<file path="config.mk">
export PLATFORM = sky130hd
export DESIGN_NAME = rts_trim_status_alarm
export DESIGN_NICKNAME = d
export VERILOG_FILES = /design/src/rtl/rts_pkg.sv /design/src/rtl/rts_trim_status_alarm.sv
export SDC_FILE = /design/constraint.sdc
export NUM_CORES = 1
export LEC_CHECK = 0
export ABC_AREA = 1
export BUFFER_PORTS_ARGS = -buffer_cell sky130_fd_sc_hd__buf_4
export CAP_MARGIN = 20
export CORE_UTILIZATION = 55
export CTS_CLUSTER_DIAMETER = 200
export DETAILED_ROUTE_END_ITERATION = 6
export PLACE_DENSITY = 0.89
export RECOVER_POWER = 25
export SLEW_MARGIN = 5
export SYNTH_ARGS = -nofsm -noshare
export SYNTH_HDL_FRONTEND = slang
export SYNTH_SLANG_ARGS = --single-unit
</file>
<file path="constraint.sdc">
create_clock -name mclk_i -period 3.5 [get_ports mclk_i]
set_input_delay 0.525 -clock mclk_i [delete_from_list [all_inputs] [get_ports mclk_i]]
set_output_delay 0.525 -clock mclk_i [all_outputs]
set_load 0.02 [all_outputs]
</file>
<file path="src/rtl/rts_pkg.sv">
// Package for the real-time clock rate trim, halt/supply status and alarm block.
// Assumes one 200 MHz system clock and a crystal-tick strobe synchronous to it.
// What this block does
// - Alter one second's tick count every twenty seconds.
// - Low six trim bits zero or one: no correction.
// - Trim code is seven-bit two's complement.
// - Positive codes lengthen seconds, two ticks per step.
// - Negative codes shorten seconds, two ticks per step.
// - Crystal clock output gating ignores trim entirely.
// - Halt and low-supply flags stick until host clears.
// - Setting halt flag forces low-supply flag zero.
// - Halt flag setting clears listed control bits, flags.
// - Power-on sets the oscillation halt flag.
// - Threshold select picks 2.1 V or 1.6 V.
// - Supply sampled in 7.8 ms window each second.
// - No supply sampling while low-supply flag set.
// - Weekly match of day, hour, minute pulls pin low.
// - Daily match of hour and minute pulls pin low.
// - Alarm needs enable; writing zero releases, one ignored.
package rts_pkg;

  // ==========================================================================
  // Timing constants.
  localparam logic [16:0] SEC_TICKS       = 17'h0_8000; // Crystal ticks per second.
  localparam logic [4:0]  TRIM_PERIOD_SEC = 5'h14;      // Seconds per trim interval.
  localparam logic [4:0]  TRIM_SLOT       = 5'h00;      // Second that gets trimmed.
  localparam logic [6:0]  TRIM_SIGN_BASE  = 7'h00;      // 128 minus code, modulo 128.
  localparam int          CLK_PERIOD_NS   = 5;
  localparam int          SAMPLE_WIN_NS   = 7_800_000;  // Supply sampling window.
  localparam int          SAMPLE_WIN_CYC  = SAMPLE_WIN_NS / CLK_PERIOD_NS;
  localparam int          WIN_W           = 21;

  // ==========================================================================
  // Carriers.
  typedef struct packed {
    logic [6:0] rate_trim_code;        // Signed trim, two's complement.
    logic       weekly_alarm_enable;
    logic       daily_alarm_enable;
    logic       clkout_enable_n_b;
    logic       hour_mode_24;
    logic       test_bit;
    logic [2:0] periodic_select;       // Top bit is periodic_select_hi.
    logic       supply_threshold_select;
    logic       clkout_enable_n_a;
    logic       spare_user_bit;
  } rts_ctrl_t;

  typedef struct packed {
    logic osc_halt_flag;
    logic low_supply_flag;
    logic periodic_irq_flag;
    logic weekly_alarm_flag;
    logic daily_alarm_flag;
  } rts_flags_t;

  typedef struct packed {
    logic [2:0] day_of_week;
    logic [5:0] hour;
    logic [6:0] minute;
  } rts_time_t;

  typedef struct packed {
    logic [6:0] day_mask;
    logic [5:0] hour;
    logic [6:0] minute;
  } rts_walarm_t;

  typedef struct packed {
    logic [5:0] hour;
    logic [6:0] minute;
  } rts_dalarm_t;

  typedef enum logic [1:0] {
    SAMP_IDLE = 2'b01,
    SAMP_OPEN = 2'b10
  } rts_samp_e;

  localparam rts_ctrl_t  CTRL_RESET  = '0;
  localparam rts_flags_t FLAGS_RESET = '{osc_halt_flag: 1'b1, default: 1'b0};

endpackage

</file>
<file path="src/rtl/rts_trim_status_alarm.sv">
// Top of the rate trim, halt/supply status and alarm block.
// Assumes synchronous inputs, host writes as one-cycle strobes, and that
// the time counters outside consume sec_pulse_o as their seconds advance.
`timescale 1ns/10ps
`default_nettype none
module rts_trim_status_alarm
  import rts_pkg::*;
#(
  parameter int SAMPLE_CYC = SAMPLE_WIN_CYC
)
(
  input  wire logic        mclk_i,          // 200 MHz clock.
  input  wire logic        sys_rst_i,       // Sync reset, active high, power-on.
  input  wire logic        ce_i,            // Clock enable, freezes all state.
  input  wire logic        osc_tick_i,      // One pulse per crystal cycle.
  input  wire logic        osc_stop_i,      // Oscillation stop detected.
  input  wire logic        below_2v1_i,     // Supply below 2.1 V comparator.
  input  wire logic        below_1v6_i,     // Supply below 1.6 V comparator.
  input  wire logic        periodic_evt_i,  // Periodic interrupt event.
  input  wire logic        ctrl_wr_i,       // Write strobe for control bits.
  input  wire rts_ctrl_t   ctrl_wdata_i,    // Control write data.
  input  wire logic        flag_wr_i,       // Write strobe for flags.
  input  wire rts_flags_t  flag_wdata_i,    // Zero clears, one ignored.
  input  wire rts_time_t   now_i,           // Current day, hour, minute.
  input  wire rts_walarm_t walarm_i,        // Weekly alarm setting.
  input  wire rts_dalarm_t dalarm_i,        // Daily alarm setting.
  output logic             sec_pulse_o,     // Trimmed one-second pulse.
  output logic             sample_en_o,     // Powers the supply comparator.
  output logic             clkout_gate_o,   // Crystal clock output enabled.
  output rts_ctrl_t        ctrl_o,          // Control bits readback.
  output rts_flags_t       flags_o,         // Flags readback.
  output logic             weekly_alarm_irq_n_o, // Weekly alarm pin.
  output logic             daily_alarm_irq_n_o   // Daily alarm pin.
);

  // ==========================================================================
  // State.
  typedef struct packed {
    logic [16:0]      tick_cnt;
    logic [4:0]       sec_idx;
    logic             sec_pulse;
    rts_samp_e        samp;
    logic [WIN_W-1:0] win_cnt;
    rts_ctrl_t        ctrl;
    rts_flags_t       flags;
    logic             wk_match_q;
    logic             dy_match_q;
    logic             clk_gate;
    logic             wk_irq_n;
    logic             dy_irq_n;
  } rts_state_t;

  rts_state_t state;
  rts_state_t next_state;

  logic [5:0]  trim_steps;
  logic [16:0] trim_ticks;
  logic [16:0] sec_len;
  logic        trim_off;
  logic        wk_match;
  logic        dy_match;
  logic        below;
  logic        sec_end;
  logic        halt_set;

  localparam logic [WIN_W-1:0] WIN_LAST = WIN_W'(SAMPLE_CYC - 1);

  // ==========================================================================
  // Trim arithmetic: codes carry a sign in bit 6, steps are two ticks.
  always_comb
  begin
    trim_off = (state.ctrl.rate_trim_code[5:1] == 5'h00);
    if (state.ctrl.rate_trim_code[6])
    begin
      trim_steps = 6'(TRIM_SIGN_BASE - state.ctrl.rate_trim_code);
    end
    else
    begin
      trim_steps = 6'(state.ctrl.rate_trim_code - 7'h01);
    end
    trim_ticks = {10'h000, trim_steps, 1'b0};
    if (trim_off || state.sec_idx != TRIM_SLOT)
    begin
      sec_len = SEC_TICKS;
    end
    else if (state.ctrl.rate_trim_code[6])
    begin
      sec_len = SEC_TICKS - trim_ticks;
    end
    else
    begin
      sec_len = SEC_TICKS + trim_ticks;
    end
  end

  // Match terms; hours and minutes compare as raw counter codes.
  assign wk_match = walarm_i.day_mask[now_i.day_of_week] &&
                    walarm_i.hour == now_i.hour && walarm_i.minute == now_i.minute;
  assign dy_match = dalarm_i.hour == now_i.hour && dalarm_i.minute == now_i.minute;
  // Threshold choice per select bit.
  assign below    = state.ctrl.supply_threshold_select ? below_1v6_i : below_2v1_i;
  assign sec_end  = osc_tick_i && (state.tick_cnt == sec_len - 17'h0_0001);
  assign halt_set = osc_stop_i && !state.flags.osc_halt_flag;

  // ==========================================================================
  // Next-state logic. Hardware sets win over host clears in the same cycle.
  always_comb
  begin
    next_state           = state;
    next_state.sec_pulse = 1'b0;

    // Seconds counter with once-per-interval correction.
    if (osc_tick_i)
    begin
      next_state.tick_cnt = state.tick_cnt + 17'h0_0001;
    end
    if (sec_end)
    begin
      next_state.tick_cnt  = '0;
      next_state.sec_pulse = 1'b1;
      next_state.sec_idx   = (state.sec_idx == TRIM_PERIOD_SEC - 5'h01) ? 5'h00
                                                                       : state.sec_idx + 5'h01;
    end

    // Control writes.
    if (ctrl_wr_i)
    begin
      next_state.ctrl = ctrl_wdata_i;
    end

    // Host clears: a zero clears, a one leaves the flag alone.
    if (flag_wr_i)
    begin
      next_state.flags = state.flags & flag_wdata_i;
    end

    // Supply sampling window, opened at each second, never while flagged.
    unique case (state.samp)
      SAMP_IDLE:
      begin
        if (state.sec_pulse && !state.flags.low_supply_flag)
        begin
          next_state.samp    = SAMP_OPEN;
          next_state.win_cnt = '0;
        end
      end
      SAMP_OPEN:
      begin
        next_state.win_cnt = state.win_cnt + WIN_W'(1);
        if (below)
        begin
          next_state.flags.low_supply_flag = 1'b1;
        end
        if (below || state.flags.low_supply_flag || state.win_cnt == WIN_LAST)
        begin
          next_state.samp = SAMP_IDLE;
        end
      end
    endcase

    // Event flags.
    if (periodic_evt_i)
    begin
      next_state.flags.periodic_irq_flag = 1'b1;
    end
    next_state.wk_match_q = wk_match;
    next_state.dy_match_q = dy_match;
    if (wk_match && !state.wk_match_q && state.ctrl.weekly_alarm_enable)
    begin
      next_state.flags.weekly_alarm_flag = 1'b1;
    end
    if (dy_match && !state.dy_match_q && state.ctrl.daily_alarm_enable)
    begin
      next_state.flags.daily_alarm_flag = 1'b1;
    end

    // Oscillation halt: sets the flag and wipes configuration at that moment.
    if (osc_stop_i)
    begin
      next_state.flags.osc_halt_flag = 1'b1;
    end
    if (halt_set)
    begin
      next_state.ctrl  = CTRL_RESET;
      next_state.flags = FLAGS_RESET;
      next_state.samp  = SAMP_IDLE;
    end
    // A low-supply reading means nothing once the oscillator has halted.
    if (next_state.flags.osc_halt_flag)
    begin
      next_state.flags.low_supply_flag = 1'b0;
    end

    // Pins follow the next flags so they match the flag readback.
    next_state.wk_irq_n = !(next_state.flags.weekly_alarm_flag &&
                            next_state.ctrl.weekly_alarm_enable);
    next_state.dy_irq_n = !(next_state.flags.daily_alarm_flag &&
                            next_state.ctrl.daily_alarm_enable);
    // The crystal output gate never looks at the trim code.
    next_state.clk_gate = !next_state.ctrl.clkout_enable_n_a ||
                          !next_state.ctrl.clkout_enable_n_b;
  end

  // ==========================================================================
  // Registers; reset models power-up from zero volts.
  always_ff @(posedge mclk_i)
  begin
    if (sys_rst_i)
    begin
      state          <= '0;
      state.samp     <= SAMP_IDLE;
      state.flags    <= FLAGS_RESET;
      state.wk_irq_n <= 1'b1;
      state.dy_irq_n <= 1'b1;
    end
    else if (ce_i)
    begin
      state <= next_state;
    end
  end

  // Outputs straight from the state flops.
  assign sec_pulse_o          = state.sec_pulse;
  assign sample_en_o          = (state.samp == SAMP_OPEN);
  assign clkout_gate_o        = state.clk_gate;
  assign ctrl_o               = state.ctrl;
  assign flags_o              = state.flags;
  assign weekly_alarm_irq_n_o = state.wk_irq_n;
  assign daily_alarm_irq_n_o  = state.dy_irq_n;

  // ==========================================================================
  // Checks.
  trim_off_a: assert property (@(posedge mclk_i) disable iff (sys_rst_i)
    trim_off |-> sec_len == SEC_TICKS) else $error("trim applied for a null code");

  trim_slot_a: assert property (@(posedge mclk_i) disable iff (sys_rst_i)
    state.sec_idx != TRIM_SLOT |-> sec_len == SEC_TICKS && state.sec_idx < TRIM_PERIOD_SEC)
    else $error("trim outside its slot");

  halt_clears_a: assert property (@(posedge mclk_i) disable iff (sys_rst_i)
    ce_i && halt_set |=> state.ctrl == CTRL_RESET && state.flags.osc_halt_flag)
    else $error("halt did not clear control bits");

  halt_low_a: assert property (@(posedge mclk_i) disable iff (sys_rst_i)
    state.flags.osc_halt_flag |-> !state.flags.low_supply_flag)
    else $error("low-supply flag set under halt");

  low_sticky_a: assert property (@(posedge mclk_i) disable iff (sys_rst_i)
    state.flags.low_supply_flag && !osc_stop_i && !(flag_wr_i && !flag_wdata_i.low_supply_flag)
    |=> state.flags.low_supply_flag) else $error("low-supply flag lost");

  no_sample_a: assert property (@(posedge mclk_i) disable iff (sys_rst_i)
    state.flags.low_supply_flag ##1 state.flags.low_supply_flag |-> !sample_en_o)
    else $error("sampling while low-supply flag set");

  low_cause_a: assert property (@(posedge mclk_i) disable iff (sys_rst_i)
    $rose(state.flags.low_supply_flag) |-> $past(sample_en_o) &&
      ($past(state.ctrl.supply_threshold_select) ? $past(below_1v6_i) : $past(below_2v1_i)))
    else $error("low-supply flag without sampled drop");

  wk_pin_a: assert property (@(posedge mclk_i) disable iff (sys_rst_i)
    !weekly_alarm_irq_n_o |-> state.flags.weekly_alarm_flag && state.ctrl.weekly_alarm_enable)
    else $error("weekly pin low without flag and enable");

  dy_one_a: assert property (@(posedge mclk_i) disable iff (sys_rst_i)
    ce_i && flag_wr_i && !state.flags.daily_alarm_flag && !dy_match && !periodic_evt_i
    |=> !state.flags.daily_alarm_flag) else $error("writing a flag set it");

  por_halt_a: assert property (@(posedge mclk_i)
    $fell(sys_rst_i) |-> state.flags.osc_halt_flag) else $error("power-on halt flag missing");

endmodule
`default_nettype wire

</file>
==> summary.md <==
| Metric | Value |
|---|---|
| Worst-case vdd ir drop | `0.1568 mV` |
| Critical Path Start | `ctrl_o[11]$_SDFFE_PP0P_` |
| Vias | `5143` |
| Largest cells by area after synthesis | `dfxtp_1, nand2_1, nand3_1, inv_1, nor2_1` |
| Most used DFF post-synth | `dfxtp_1` |
| Layout area overhead | `21.64%` |
| Final worst path period share | `0.9435` |
| Final cell count without fillers | `942` |
| Vias/cell | `5.460` |
| First-pass GRT wire length | `20440 µm` |
| Worst Tran Pin Value | `1.340 ns` |
| Die ar. | `9253 µm²` |
| Core Region | `8382 µm²` |
| Cell Area, Synth | `4880 µm²` |
| Syn nets | `826` |
| CTS buffer count | `9` |
| Crit start category | `flip-flop` |
| Max Transition Viols Final | `0` |
| Max Buffers Root-to-Sink | `2` |
| Kind of critical path | `flip-flop to flip-flop` |
| Post-synth top cells | `nand2_1, inv_1, dfxtp_1` |
| Initial antenna violation count | `0` |
| Inst Count DP | `919` |
| Chip height | `96.19 µm` |
| Root Buffer | `clkbuf_8` |
| TritonCTS clock tree | `done` |
| Reg2Reg Setup Slack | `0.20 ns` |
| Async set-reset flop share out of synthesis | `0` |
| Register area share after synthesis | `0.3036` |
| Ys Warns | `0` |
| Reg2reg end | `state[67]$_SDFFE_PP0P_` |
| CP Max Fanout | `7` |
| Top-area cell type share of the netlist area | `0.3036` |
| Largest net degree at the start of global routing | `28` |
| Critical path endpoint category | `flip-flop` |
| Post-layout min period | `3.302 ns` |
| Wire per inst | `13.38 µm` |
| GRT Total Usage | `0.2806` |
| Antenna diodes | `0` |
| Drt total wl | `12610 µm` |
| Pwr dens | `342.5 nW/µm²` |
| H-tree levels | `3` |
| Hold_buf cts | `0` |
| Lkg Pwr | `2.562 nW` |
| Worst-Skew Late Latency | `0.35 ns` |
| Synth Instances | `736` |
| Fillers | `648` |
| DRC | `0` |
| Antenna Nets Post-Route | `0` |
| Worst Setup EP | `state[67]$_SDFFE_PP0P_` |
| Max Clock Skew | `0.01467 ns` |
| Final Hold Fails | `0` |
| Clock-pin slew on the worst setup and hold paths | `0.09 ns` |
| RR Startpoint | `ctrl_o[11]$_SDFFE_PP0P_` |
| Count leader, synth | `nand2_1` |
| Row Count | `33` |
| Worst-case reg-to-reg path depth | `21` |
| Hpwl dp | `9617 µm` |
| Layout cells sized above 1 | `0.2389` |
| Starting Density | `0.5822` |
| Largest area contributor in the netlist | `dfxtp_1` |
| I/O Buffers | `109` |
| Max-slew headroom | `0.1066` |
| Multi-input logic area | `2942 µm²` |
| FF+latch count, synth | `74` |
| Syn Area/Cell | `6.630 µm²` |
| Post-Route Setup TNS | `0 ns` |
| Final Setup Violations | `0` |
| Yosys cell types | `47` |
| Worst Path Required | `3.67 ns` |
| Initial drt markers | `216` |
| Final #Nets | `922` |
| # clock sinks | `74` |
| Reg area | `1490 µm²` |
| Post-synth EDFFs | `0` |
| Status | `finished, final reports clean` |
| Die X | `96.19 µm` |
| RePlAce Congestion | `0.9174` |
| Min-delay worst type | `input pin to flip-flop` |
| IO Pins | `110` |
| F_max | `302.8 MHz` |
| # Max-Cap Violations | `0` |
| Detailed Routing Iterations Pass 1 | `5` |
| Vias in the first global route | `4818` |
| Grt total ovfl | `0` |
| Worst Path Arrival | `3.47 ns` |
state kept, by name (all words and copies together) (netlist names):
| signal | count |
|---|---|
| clkout_gate_o | 1 |
| state | 47 |
| ctrl_o | 18 |
| sec_pulse_o | 1 |
| daily_alarm_irq_n_o | 1 |
| flags_o | 5 |
| weekly_alarm_irq_n_o | 1 |
area by class of cell:
cell class	count	area share
Clock buffer	10	0.02150
Clock inverter	6	0.007167
Inverter	89	0.05776
Multi-Input combinational cell	537	0.4956
Sequential cell	74	0.2511
Tap cell	105	0.02213
Timing Repair Buffer	121	0.1448
layer usage:
layer	global-route usage	routed length (µm)	share of wire	vias up
met5	0	0	0	-
met4	0.1306	395	0.031	0
met3	0.04502	755	0.060	43
met2	0.5177	6404	0.51	193
met1	0.3118	5049	0.40	2326
li1	-	-	-	2581
critical path: stages (launching register included):
cell     delay (ns)
dfxtp_4        0.37
inv_6          0.08
ha_4           0.15
nand2_4        0.07
o21ai_2        0.15
nand2_2        0.09
nand2_1        0.06
o21ai_0        0.10
and2_1         0.17
ha_1           0.26
or2_2          0.32
nand3_4        0.13
inv_1          0.07
nand2_1        0.09
nand2_2        0.08
xnor2_2        0.14
nand2_1        0.08
nor2_2         0.15
nand3_2        0.13
nor2_4         0.20
buf_4          0.16
nor3_1         0.04
through the flow:
stage	area [µm²]	power [mW]	util	setup WS, ns	hold slack, ns
after floorplan	4880	1.266	-	0.3687	0.4218
after global placement	5634	1.407	0.6722	0.1055	0.4347
after detailed placement	5634	1.419	0.6722	-0.01649	0.4477
after CTS	5816	1.991	0.6938	0.009515	0.4342
after global routing	5936	2.138	0.7082	-0.08312	0.4355
final	5936	2.033	0.7082	0.1976	0.4308
power by group:
group          switching (mW)  leakage (nW)  total, mW  internal (mW)
Combinational           0.330          1.88      0.572          0.242
Clock                   0.323        0.0827      0.581          0.258
Sequential             0.0188         0.602      0.880          0.861
cells by family after synthesis:
family / share of synthesized area
adders and majority gates: 0.02051
AOI/OAI and AO/OA: 0.1308
xor gates and xnor gates: 0.06102
and+or+nand+nor: 0.3626
muxes: 0.004615
DFF: 0.3036
buffers and inverters: 0.1169
cells in the final DEF, fill, tap and decap left out, types with 9 or more instances in the layout:
| cell | netlist | routed |
|---|---|---|
| o21ai_0 | 38 | 37 |
| nand4_1 | 17 | 17 |
| nor3_1 | 17 | 17 |
| inv_2 | 10 | 10 |
| a21oi_1 | 48 | 48 |
| nor2_1 | 72 | 68 |
| clkbuf_8 | 0 | 9 |
| xor2_1 | 16 | 15 |
| nand2_2 | 13 | 16 |
| nor2_2 | 8 | 11 |
| nand2_1 | 161 | 157 |
| nand3_1 | 64 | 61 |
| inv_1 | 76 | 75 |
| dfxtp_1 | 74 | 71 |
| xnor2_1 | 18 | 16 |
| clkbuf_1 | 11 | 14 |
| buf_4 | 24 | 108 |
repair_timing:
action / in CTS / in global routing
buffers inserted: 0 / 7
endpoints found under the setup margin: 5 / 21
endpoints found under the hold margin: 0 / 0
gates resized for setup: 3 / 29
pin swaps: 0 / 15
how the worst min path moves through the flow:
stage / end / startpoint / depth (start not counted) / slack [ns]
after global placement: state[47]$_SDFFE_PP0P_ / state[47]$_SDFFE_PP0P_ / 1 / 0.43
after global routing: ctrl_o[11]$_SDFFE_PP0P_ / ctrl_wdata_i[11] / 3 / 0.44
final: ctrl_o[11]$_SDFFE_PP0P_ / ctrl_wdata_i[11] / 3 / 0.43
after CTS: ctrl_o[4]$_SDFFE_PP0P_ / ctrl_wdata_i[4] / 3 / 0.43
after floorplan: state[47]$_SDFFE_PP0P_ / state[47]$_SDFFE_PP0P_ / 1 / 0.42
after detailed placement: state[47]$_SDFFE_PP0P_ / state[47]$_SDFFE_PP0P_ / 1 / 0.45
No activity file was read; power rests on OpenSTA's default activity.
